**config.mk**
```make
export PLATFORM = sky130hd
export DESIGN_NAME = bcd_stopwatch_timer
export DESIGN_NICKNAME = d
export VERILOG_FILES = /design/src/common/stopwatch_pkg.sv /design/src/hw/bcd_stopwatch_timer.sv
export SDC_FILE = /design/constraint.sdc
export NUM_CORES = 1
export LEC_CHECK = 0
export ABC_AREA = 1
export ABC_CLOCK_PERIOD_IN_PS = 1500
export BUFFER_PORTS_ARGS = -buffer_cell sky130_fd_sc_hd__buf_4
export CAP_MARGIN = 30
export CORE_ASPECT_RATIO = 1.25
export CORE_MARGIN = 1.5
export CORE_UTILIZATION = 40
export DETAILED_ROUTE_END_ITERATION = 7
export PLACE_DENSITY_LB_ADDON = 0.3
export SLEW_MARGIN = 20
export SYNTH_ARGS = -nofsm -noshare
export SYNTH_HDL_FRONTEND = slang
export SYNTH_SLANG_ARGS = --single-unit
```
**constraint.sdc**
```tcl
create_clock -name pclk -period 1.5 [get_ports pclk]
set_clock_uncertainty 0.1 [all_clocks]
set_input_delay 0.225 -clock pclk [delete_from_list [all_inputs] [get_ports pclk]]
set_output_delay 0.225 -clock pclk [all_outputs]
set_load 0.01 [all_outputs]
```
**src/common/stopwatch_pkg.sv**
```systemverilog
// Constants, register map and carrier types of the BCD stopwatch timer.
// Assumes a single 200 MHz bus clock and an APB master reaching the registers.
// ==========================================================================
package stopwatch_pkg;

    // ======================================================================
    // Timing
    localparam int CLK_HZ         = 200_000_000;
    localparam int TICK_HZ        = 1024;
    localparam int TICK_CYCLES    = CLK_HZ / TICK_HZ;
    localparam int DEBOUNCE_US    = 46800;
    localparam int DEBOUNCE_TICKS = (DEBOUNCE_US * TICK_HZ + 999_999) / 1_000_000;
    localparam int TICK_W         = 18;
    localparam int DEB_W          = 6;

    // ======================================================================
    // Register map: printed offsets are indexes, byte address is four times.
    localparam int              ADDR_W     = 18;
    localparam logic [15:0]     IDX_MS     = 16'hFF7A;
    localparam logic [15:0]     IDX_HUND   = 16'hFF7B;
    localparam logic [15:0]     IDX_TENTHS = 16'hFF7C;
    localparam logic [15:0]     IDX_CTRL   = 16'hFF7D;
    localparam logic [15:0]     IDX_STATUS = 16'hFF7E;

    localparam int CTRL_RUN_BIT    = 0;
    localparam int CTRL_CLEAR_BIT  = 1;
    localparam int CTRL_DIRECT_BIT = 2;
    localparam int CTRL_SWAP_BIT   = 3;

    localparam int ST_RENEW_BIT   = 0;
    localparam int ST_HOLD_BIT    = 1;
    localparam int ST_ONESEC_BIT  = 2;
    localparam int ST_RUNKEY_BIT  = 3;
    localparam int ST_LAPKEY_BIT  = 4;
    localparam int ST_KEY0_BIT    = 5;
    localparam int ST_KEY1_BIT    = 6;

    // ======================================================================
    // Digits and prescaler correction points
    localparam logic [3:0] DIGIT_MAX  = 4'h9;
    localparam logic [3:0] DIGIT_ZERO = 4'h0;
    localparam int         SKIP_N     = 24;
    localparam logic [11:0] SKIP_LIST [SKIP_N] = '{
        12'h039, 12'h079, 12'h139, 12'h179, 12'h219, 12'h259, 12'h299, 12'h319,
        12'h359, 12'h399, 12'h439, 12'h479, 12'h539, 12'h579, 12'h619, 12'h659,
        12'h699, 12'h719, 12'h759, 12'h799, 12'h839, 12'h879, 12'h939, 12'h979};

    typedef struct packed {
        logic [3:0] tenths_digit;
        logic [3:0] hundredths_digit;
        logic [3:0] millisecond_digit;
    } count_type;

    localparam count_type COUNT_ZERO = '0;

endpackage

```
**src/hw/bcd_stopwatch_timer.sv**
```systemverilog
// BCD stopwatch timer with capture buffer, software and key control.
// Assumes keys come from pins asynchronous to pclk; registers sit on APB.
module bcd_stopwatch_timer #(
    parameter int TICK_CYCLES_P = stopwatch_pkg::TICK_CYCLES
) (
    // Clock and reset
    input  wire logic                              pclk,
    input  wire logic                              presetn,
    // APB slave
    input  wire logic                              psel,
    input  wire logic                              penable,
    input  wire logic                              pwrite,
    input  wire logic [stopwatch_pkg::ADDR_W-1:0]  paddr,
    input  wire logic [31:0]                       pwdata,
    output logic      [31:0]                       prdata,
    output logic                                   pready,
    output logic                                   pslverr,
    // Key ports
    input  wire logic                              key_port_zero,
    input  wire logic                              key_port_one,
    // Status outputs
    output logic                                   run_state,
    output logic                                   key_irq
);
    import stopwatch_pkg::*;

    // ======================================================================
    // Tick divider: one pclk pulse per 1,024 Hz period.
    logic [TICK_W-1:0] tick_cnt_reg;
    logic [TICK_W-1:0] tick_cnt_next;
    logic              tick_reg;
    logic              tick_next;

    always_comb
    begin
        tick_next     = (tick_cnt_reg == TICK_W'(TICK_CYCLES_P - 1));
        tick_cnt_next = tick_next ? '0 : tick_cnt_reg + 1'b1;
    end

    always_ff @(posedge pclk or negedge presetn)
    begin
        if (!presetn)
        begin
            tick_cnt_reg <= '0;
            tick_reg     <= 1'b0;
        end
        else
        begin
            tick_cnt_reg <= tick_cnt_next;
            tick_reg     <= tick_next;
        end
    end

    // ======================================================================
    // Key synchronisers, sampling and release debounce.
    logic [1:0]       key_meta_reg;
    logic [1:0]       key_sync_reg;
    logic [1:0]       key_smp_reg;
    logic [1:0]       key_smp_next;
    logic [1:0]       armed_reg;
    logic [1:0]       armed_next;
    logic [DEB_W-1:0] quiet_reg [2];
    logic [DEB_W-1:0] quiet_next [2];
    logic [1:0]       press;

    always_comb
    begin
        key_smp_next = key_smp_reg;
        armed_next   = armed_reg;
        press        = 2'b00;
        for (int k = 0; k < 2; k++)
        begin
            quiet_next[k] = quiet_reg[k];
            if (tick_reg)
            begin
                key_smp_next[k] = key_sync_reg[k];
                if (key_sync_reg[k] && !key_smp_reg[k] && armed_reg[k])
                begin
                    press[k]      = 1'b1;
                    armed_next[k] = 1'b0;
                end
                if (key_sync_reg[k])
                begin
                    quiet_next[k] = '0;
                end
                else if (!armed_reg[k])
                begin
                    if (quiet_reg[k] == DEB_W'(DEBOUNCE_TICKS - 1))
                    begin
                        armed_next[k] = 1'b1;
                    end
                    else
                    begin
                        quiet_next[k] = quiet_reg[k] + 1'b1;
                    end
                end
            end
        end
    end

    always_ff @(posedge pclk or negedge presetn)
    begin
        if (!presetn)
        begin
            key_meta_reg <= 2'b00;
            key_sync_reg <= 2'b00;
            key_smp_reg  <= 2'b00;
            armed_reg    <= 2'b11;
            quiet_reg[0] <= '0;
            quiet_reg[1] <= '0;
        end
        else
        begin
            key_meta_reg <= {key_port_one, key_port_zero};
            key_sync_reg <= key_meta_reg;
            key_smp_reg  <= key_smp_next;
            armed_reg    <= armed_next;
            quiet_reg[0] <= quiet_next[0];
            quiet_reg[1] <= quiet_next[1];
        end
    end

    // ======================================================================
    // APB decode.
    logic [15:0] idx;
    logic        aligned;
    logic        access_first;
    logic        wr_done;
    logic        hit;

    assign idx          = paddr[ADDR_W-1:2];
    assign aligned      = (paddr[1:0] == 2'b00);
    assign access_first = psel && penable && !pready;
    assign wr_done      = psel && penable && pready && pwrite;
    assign hit          = aligned && (idx >= IDX_MS) && (idx <= IDX_STATUS);

    // ======================================================================
    // Control, run state, counters, capture buffer and flags.
    logic      run_reg, run_next, req_reg, req_next, direct_reg, direct_next;
    logic      swap_reg, swap_next, skip_reg, skip_next, hold_reg, hold_next;
    logic      renewed_reg, renewed_next, renew_flag_reg, renew_flag_next;
    logic      sec_flag_reg, sec_flag_next, runkey_flag_reg, runkey_flag_next;
    logic      lapkey_flag_reg, lapkey_flag_next, irq_next;
    count_type cnt_reg, cnt_next, cap_reg, cap_next, inc;
    logic      run_press, lap_press, clear_wr, sec_evt, in_list;
    logic      rd_ms, rd_tenths;
    logic [31:0] rdata_next;
    logic        slverr_next;

    assign run_press = direct_reg && (swap_reg ? press[1] : press[0]);
    assign lap_press = direct_reg && (swap_reg ? press[0] : press[1]);
    assign clear_wr  = wr_done && (idx == IDX_CTRL) && aligned && pwdata[CTRL_CLEAR_BIT];
    assign rd_ms     = access_first && !pwrite && aligned && (idx == IDX_MS);
    assign rd_tenths = access_first && !pwrite && aligned && (idx == IDX_TENTHS);

    always_comb
    begin
        inc     = cnt_reg;
        sec_evt = 1'b0;
        in_list = 1'b0;
        if (cnt_reg.millisecond_digit != DIGIT_MAX)
        begin
            inc.millisecond_digit = cnt_reg.millisecond_digit + 1'b1;
        end
        else
        begin
            inc.millisecond_digit = DIGIT_ZERO;
            if (cnt_reg.hundredths_digit != DIGIT_MAX)
            begin
                inc.hundredths_digit = cnt_reg.hundredths_digit + 1'b1;
            end
            else
            begin
                inc.hundredths_digit = DIGIT_ZERO;
                if (cnt_reg.tenths_digit != DIGIT_MAX)
                begin
                    inc.tenths_digit = cnt_reg.tenths_digit + 1'b1;
                end
                else
                begin
                    inc.tenths_digit = DIGIT_ZERO;
                    sec_evt          = tick_reg && run_reg && !skip_reg;
                end
            end
        end
        for (int i = 0; i < SKIP_N; i++)
        begin
            if (inc == SKIP_LIST[i])
            begin
                in_list = 1'b1;
            end
        end
    end

    always_comb
    begin
        run_next         = run_reg;
        req_next         = req_reg;
        direct_next      = direct_reg;
        swap_next        = swap_reg;
        cnt_next         = cnt_reg;
        skip_next        = skip_reg;
        cap_next         = cap_reg;
        hold_next        = hold_reg;
        renewed_next     = renewed_reg;
        renew_flag_next  = renew_flag_reg;
        sec_flag_next    = sec_flag_reg;
        runkey_flag_next = runkey_flag_reg;
        lapkey_flag_next = lapkey_flag_reg;
        irq_next         = run_press || lap_press;
        rdata_next       = '0;
        slverr_next      = 1'b0;

        // Writes, applied at the completing edge.
        if (wr_done && idx == IDX_CTRL && aligned)
        begin
            if (!direct_reg)
            begin
                req_next = pwdata[CTRL_RUN_BIT];
            end
            direct_next = pwdata[CTRL_DIRECT_BIT];
            swap_next   = pwdata[CTRL_SWAP_BIT];
        end
        if (wr_done && idx == IDX_STATUS && aligned)
        begin
            sec_flag_next    = sec_flag_reg && !pwdata[ST_ONESEC_BIT];
            runkey_flag_next = runkey_flag_reg && !pwdata[ST_RUNKEY_BIT];
            lapkey_flag_next = lapkey_flag_reg && !pwdata[ST_LAPKEY_BIT];
        end
        // Direct mode copies run_reg into the request; a run key toggle in the cycle that leaves it is undone at the next tick.
        if (direct_reg)
        begin
            req_next = run_reg;
        end

        // Run state only moves on the tick.
        if (tick_reg)
        begin
            if (direct_reg)
            begin
                if (run_press)
                begin
                    run_next = !run_reg;
                end
            end
            else
            begin
                run_next = req_reg;
            end
        end

        // Counting with pulse suppression.
        if (clear_wr)
        begin
            cnt_next  = COUNT_ZERO;
            skip_next = 1'b0;
        end
        else if (tick_reg && run_reg)
        begin
            if (skip_reg)
            begin
                skip_next = 1'b0;
            end
            else
            begin
                cnt_next  = inc;
                skip_next = in_list;
            end
        end
        if (sec_evt)
        begin
            sec_flag_next = 1'b1;
        end
        if (run_press)
        begin
            runkey_flag_next = 1'b1;
        end
        if (lap_press)
        begin
            lapkey_flag_next = 1'b1;
        end

        // Reads, data and side effects on the first access cycle.
        if (access_first && !pwrite)
        begin
            slverr_next = !hit;
            if (aligned && idx == IDX_MS)
            begin
                rdata_next[3:0] = hold_reg ? cap_reg.millisecond_digit
                                           : cnt_reg.millisecond_digit;
                if (!hold_reg)
                begin
                    cap_next  = cnt_reg;
                    hold_next = 1'b1;
                end
            end
            if (aligned && idx == IDX_HUND)
            begin
                rdata_next[3:0] = hold_reg ? cap_reg.hundredths_digit
                                           : cnt_reg.hundredths_digit;
            end
            if (aligned && idx == IDX_TENTHS)
            begin
                rdata_next[3:0] = hold_reg ? cap_reg.tenths_digit
                                           : cnt_reg.tenths_digit;
                renew_flag_next = renewed_reg;
                renewed_next    = 1'b0;
                if (!renewed_reg)
                begin
                    hold_next = 1'b0;
                end
            end
            if (aligned && idx == IDX_CTRL)
            begin
                rdata_next[CTRL_RUN_BIT]    = run_reg;
                rdata_next[CTRL_DIRECT_BIT] = direct_reg;
                rdata_next[CTRL_SWAP_BIT]   = swap_reg;
            end
            if (aligned && idx == IDX_STATUS)
            begin
                rdata_next[ST_RENEW_BIT]  = renew_flag_reg;
                rdata_next[ST_HOLD_BIT]   = hold_reg;
                rdata_next[ST_ONESEC_BIT] = sec_flag_reg;
                rdata_next[ST_RUNKEY_BIT] = runkey_flag_reg;
                rdata_next[ST_LAPKEY_BIT] = lapkey_flag_reg;
                rdata_next[ST_KEY0_BIT]   = key_sync_reg[0];
                rdata_next[ST_KEY1_BIT]   = key_sync_reg[1];
            end
        end
        else if (access_first)
        begin
            slverr_next = !hit;
        end

        // A lap wins over a read in the same cycle; the buffer takes the newer count.
        if (lap_press)
        begin
            cap_next     = cnt_reg;
            hold_next    = 1'b1;
            renewed_next = hold_reg;
        end
    end

    always_ff @(posedge pclk or negedge presetn)
    begin
        if (!presetn)
        begin
            run_reg         <= 1'b0;
            req_reg         <= 1'b0;
            direct_reg      <= 1'b0;
            swap_reg        <= 1'b0;
            cnt_reg         <= COUNT_ZERO;
            skip_reg        <= 1'b0;
            cap_reg         <= COUNT_ZERO;
            hold_reg        <= 1'b0;
            renewed_reg     <= 1'b0;
            renew_flag_reg  <= 1'b0;
            sec_flag_reg    <= 1'b0;
            runkey_flag_reg <= 1'b0;
            lapkey_flag_reg <= 1'b0;
            key_irq         <= 1'b0;
            prdata          <= '0;
            pready          <= 1'b0;
            pslverr         <= 1'b0;
            run_state       <= 1'b0;
        end
        else
        begin
            run_reg         <= run_next;
            req_reg         <= req_next;
            direct_reg      <= direct_next;
            swap_reg        <= swap_next;
            cnt_reg         <= cnt_next;
            skip_reg        <= skip_next;
            cap_reg         <= cap_next;
            hold_reg        <= hold_next;
            renewed_reg     <= renewed_next;
            renew_flag_reg  <= renew_flag_next;
            sec_flag_reg    <= sec_flag_next;
            runkey_flag_reg <= runkey_flag_next;
            lapkey_flag_reg <= lapkey_flag_next;
            key_irq         <= irq_next;
            prdata          <= access_first ? rdata_next : prdata;
            pready          <= access_first;
            pslverr         <= access_first ? slverr_next : 1'b0;
            run_state       <= run_next;
        end
    end
endmodule // bcd_stopwatch_timer

```
## After elaboration in Yosys (flattened, before gate mapping)

Index checks and enable logic that the tools add are counted.

| word-level totals | value |
|---|---|
| logic and storage cells | 226 |
| output and inout bits | 36 |
| register bits after elaboration | 84 |
| bits of input ports | 57 |

| operators by class | value |
|---|---|
| muxes and demuxes | 92 |
| $add $sub $neg | 6 |
| reduce and logical (&&, ||, !) cells | 55 |
| equality and inequality tests | 42 |
| order comparisons | 2 |

Operator list:

| kind | number |
|---|---|
| 12-bit by 11-bit equality test with 1-bit output (second input constant) | 10 |
| 12-bit two-way mux | 7 |
| 16-bit equality test (second input constant) | 5 |
| 12-bit by 10-bit equality test with 1-bit output (second input constant) | 6 |
| 1-bit two-way mux | 64 |
| 12-bit equality test (second input constant) | 4 |
| 4-bit two-way mux | 10 |
| 6-bit two-way mux | 6 |
| 1-bit logical AND | 28 |
| 12-bit by 9-bit equality test with 1-bit output (second input constant) | 2 |
| 18-bit by 1-bit adder with 18-bit output (second input constant) | 1 |
| 18-bit equality test (second input constant) | 1 |
| 18-bit two-way mux | 1 |
| 16-bit >= comparator (second input constant) | 1 |
| 16-bit <= comparator (second input constant) | 1 |
| 2-bit nonzero test | 8 |
| 7-bit two-way mux | 2 |
| 4-bit by 1-bit adder with 4-bit output (second input constant) | 3 |
| 6-bit by 1-bit adder with 6-bit output (second input constant) | 2 |
| 12-bit by 6-bit equality test with 1-bit output (second input constant) | 1 |
| 12-bit by 7-bit equality test with 1-bit output (second input constant) | 1 |
| 6-bit equality test (second input constant) | 2 |
| 4-bit != test (second input constant) | 3 |
| 1-bit zero test | 10 |
| other kinds (8) | 18 |

## Logic depth before layout (Yosys ltp)

| depth | value |
|---|---|
| depth in word-level cells | 32 |
| depth in mapped cells | 12 |
| depth with buffers taken out | 12 |

## Worst setup path after synthesis

OpenSTA, ideal clock, no wires.

| timing | value |
|---|---|
| kind | reg-to-reg |
| from | register cnt_reg[5] in the netlist's numbering |
| to | register skip_reg |
| slack | -0.150 ns |
| arrival time | 1.472 ns |
| library setup time | 0.078 ns |
| stages on the path, launching flop included | 13 |
| path buffers | 0 |
| required time | 1.322 ns |
| clock period less this slack | 1.650 ns |
| path through | dfrtp_1 > inv_1 > ha_1 > nand2_1 > nor2_4 > nand2_1 > inv_1 > nand2_1 > nand2_1 > nor2_1 > nor2_1 > nand3_1 > a21boi_1 |

| between the ends | value |
|---|---|
| cells in the longest elaborated chain, start to end | 31 |
| elaborated cells between the ends (all ways) | 56 |
| those cells by class | 1 x add/sub; 25 x eq/ne; 30 x mux |

Ends and longest elaborated chain:

| element | line | RTL |
|---|---|---|
| start: declaration | bcd_stopwatch_timer.sv:144 | `count_type cnt_reg, cnt_next, cap_reg, cap_next, inc;` |
| start signal: assignment | bcd_stopwatch_timer.sv:373 | `cnt_reg <= cnt_next;` |
| 4-bit by 1-bit adder with 4-bit output or 4-bit != test (tied branches) | bcd_stopwatch_timer.sv:170, bcd_stopwatch_timer.sv:168 |  |
| 4-bit two-way mux | bcd_stopwatch_timer.sv:168 | `if (cnt_reg.hundredths_digit != DIGIT_MAX)` |
| 8-bit two-way mux (*) | bcd_stopwatch_timer.sv:161 | `if (cnt_reg.millisecond_digit != DIGIT_MAX)` |
| 12-bit by 6-bit equality test with 1-bit output | bcd_stopwatch_timer.sv:188 | `if (inc == SKIP_LIST[i])` |
| 1-bit two-way mux (23 in a row) | bcd_stopwatch_timer.sv:188 |  |
| 1-bit two-way mux (*) | bcd_stopwatch_timer.sv:188 |  |
| 1-bit two-way mux (*) | bcd_stopwatch_timer.sv:260 | `if (skip_reg)` |
| 1-bit two-way mux (*) | bcd_stopwatch_timer.sv:258 | `else if (tick_reg && run_reg)` |
| 1-bit two-way mux (*) | bcd_stopwatch_timer.sv:253 | `if (clear_wr)` |
| end signal: assignment | bcd_stopwatch_timer.sv:374 | `skip_reg <= skip_next;` |
| end: declaration | bcd_stopwatch_timer.sv:140 | `logic swap_reg, swap_next, skip_reg, skip_next, hold_reg, hold_next;` |

Mark *: on every way between the ends. The rest lies on a longest branch, timed or not. The select of a mux whose other input is x is not followed.
A chain may end at the register's enable or synchronous reset.

## Worst setup path after layout

Same ends and word-level chain as after synthesis.

==> impl_metrics.tcl <==
set metrics [dict create \
    r2r-start "cnt_reg[5]" \
    grt_pass1_vias 4739 \
    yosysTopAreaCellShare_pct 42.8 \
    port_buffers 40 \
    fin_ws_ns -0.265 \
    failed_checks "setup timing" \
    cts_buffers 9 \
    synth_edf_count 0 \
    finalCriticalPeriod_ns 1.77 \
    seq_area_frac_synth_pct 43.9 \
    synth_flop_cell "dfrtp_1" \
    die_area_um2 12600 \
    drive_gt1_share_pct 44.9 \
    hp-class "in2reg" \
    totalWireLength_um 13800 \
    ant_nets 0 \
    critPathMaxFanout 5 \
    numClockSinks 84 \
    hpwl_um 8360 \
    die_h_um 125 \
    drt-initial-drc-count 258 \
    tightest_slew_ns 0.492 \
    syn_to_final_growth_pct 53.7 \
    drv_slew 0 \
    r2r_slack_ns -0.27 \
    drt-pass1-iter-count 4 \
    crit_cells 11 \
    crit_family "simple AND/OR/NAND/NOR gates" \
    synth-seq-cells 84 \
    htreeDepth 3 \
    setup_viol 43 \
    cap_violations 0 \
    slowest_delay_ns 0.38 \
    crit_top_cell "nor2_1" \
    fin_cells 967 \
    antenna_cells 0 \
    cp_cell_sequence "inv_2 > ha_4 > nand2_4 > nor2_4 > buf_6 > nand4_1 > nand2_2 > nor2_1 > nor2_1 > nand3_2 > a21boi_2" \
    arrival_ns 1.94 \
    syn_avg_cell_area_um2 7.68 \
    synth.most_common_cell "nand2_1" \
    grt_max_degree 42 \
    cpMaxStageDelayCell "dfrtp_1" \
    placed_cells 909 \
    dpl_worst_slack_ns -0.273 \
    crit_path_end_kind "flip-flop" \
    ys_async_sr_fraction_pct 100 \
    clock_path_buffers 2 \
    gr-total-overflow 0 \
    vias_per_cell 4.99 \
    fp.dieW_um 101 \
    design.core.area_um2 11700 \
    start_kind "flip-flop" \
    syn_inst 624 \
    grt_pass1_wl_um 20900 \
    initial_utilization_pct 41.0 \
    setup_tns_ns -5.03 \
    wl_per_cell_um 14.2 \
    run_status "finished with violations" \
    gp_congestion 0.840 \
    crit_end "skip_reg" \
    ys_top_cells_by_area "dfrtp_1, nand2_1, inv_1, o21ai_0, nand3_1" \
    cts_tree "built" \
    synth_cell_type_count 42 \
    crit_type "reg2reg" \
    rsz0062_at_grt "yes" \
    reg2reg_depth 11 \
    layout.nets 863 \
    peakVddDrop_mv 0.483 \
    yosysTopAreaCell "dfrtp_1" \
    yosysWarnings 0 \
    cts_root_buffer "clkbuf_16" \
    maxClockFrequency_mhz 567 \
    syn-cell-area_um2 4790 \
    slew_headroom_pct 67.0 \
    finalHoldViolCount 0 \
    p_leak_uw 0.00360 \
    antenna_found_initial 0 \
    required_ns 1.67 \
    vias 4821 \
    drc 0 \
    cp-startpoint "cnt_reg[5]" \
    critPathBufInv 2 \
    insertion_delay_ns 0.35 \
    core.rowCount 44 \
    synth_commonest_cells "nand2_1, dfrtp_1, inv_1, o21ai_0, nor2_1" \
    gr-usage-all-layers_pct 20.7 \
    r2r_end "skip_reg" \
    clk_pin_slew_ns 0.06 \
    fin_crit_sh_pct 118 \
    p_per_area_nw_per_um2 679 \
    pin_count 93 \
    largest_reg_flops 18 \
]
==> where the power goes <==
group | switching, uW | internal (uW) | total, uW
clock network | 956 | 1510 | 2470
logic | 145 | 104 | 249
registers | 5.42 | 2270 | 2280
total | 1110 | 3890 | 5000
==> cell families (layout without fill, tap and decap cells) <==
kind of cell    count (synthesis)  count (layout)  synth area share (%)
xor+xnor                       11              11                  2.01
simple gates                  297             300                  28.7
flops                          84              84                  43.9
other cells                     1              25                0.0783
compound gates                106             106                  11.9
fa+ha+maj                       5               5                  1.31
buf+inv                       120             275                  12.1
==> worst min-delay path: cells and delay by family <==
family / cells / cell delay, ns
and+or+nand+nor: 1 / 0.04
AOI/OAI and AO/OA: 1 / 0.07
buffers and inverters: 1 / 0.09
==> worst min path at each step <==
stage / cells after the start / endpoint / start / slack, ns
floorplan: 0 / cap_reg[0] / presetn / -0.17
global placement: 1 / cnt_reg[7] / presetn / 0.06
detailed placement: 1 / cnt_reg[7] / presetn / 0.06
CTS: 3 / swap_reg / pwdata[3] / 0.02
global route: 3 / swap_reg / pwdata[3] / 0.04
finish: 3 / swap_reg / pwdata[3] / 0.03
==> final cells by class <==
cell class / instances / area, um^2
clock inverter: 5 / 86.3
fill: 915 / 4310
clock buffer: 11 / 243
sequential: 84 / 2110
tap: 161 / 201
inverter: 84 / 323
timing repair buffer: 175 / 1490
multi-input combinational: 447 / 2910
==> routing by layer <==
metal / part of all wire (%) / GRT usage [%] / vias to the layer above
met2: 54 / 38.8 / 148
met5: 0 / 0 / -
met4: 3.3 / 7.87 / 0
li1: - / - / 2323
met3: 3.6 / 3.52 / 36
met1: 39 / 22.7 / 2314
==> cells in the final DEF (no fill, tap or decap), drive strengths merged, types with 3 or more instances in the layout <==
master,Yosys,layout
nor3,14,14
inv,84,84
conb,1,25
clkinv,0,3
nor2,66,66
nand4,16,16
or2,4,4
ha,5,5
o21ai,57,57
buf,34,172
dfrtp,82,82
nand2,147,150
dlygate4sd3,0,3
clkbuf,2,11
o21a,3,3
a21oi,39,39
xor2,9,9
nand3,45,45
==> repair_timing <==
action	4_1_cts	5_1_grt
resized for setup	90	136
cloned	4	0
pin swaps	29	47
setup endpoints to repair	50	65
hold buffers	3	0
setup buffers	20	23
endpoints found under the hold margin	23	0
==> through the flow <==
step	hold WS [ns]	utilization (%)	cell area, um^2	total power [uW]
after floorplan	-0.171	-	4910	2440
after global placement	0.0590	50.6	5900	2550
after detailed placement	0.0641	50.6	5900	2560
after CTS	0.0161	58.1	6780	5010
after global routing	0.0365	63.1	7370	5140
final	0.0282	63.1	7370	5000
Power figures use the tool's default switching activity.
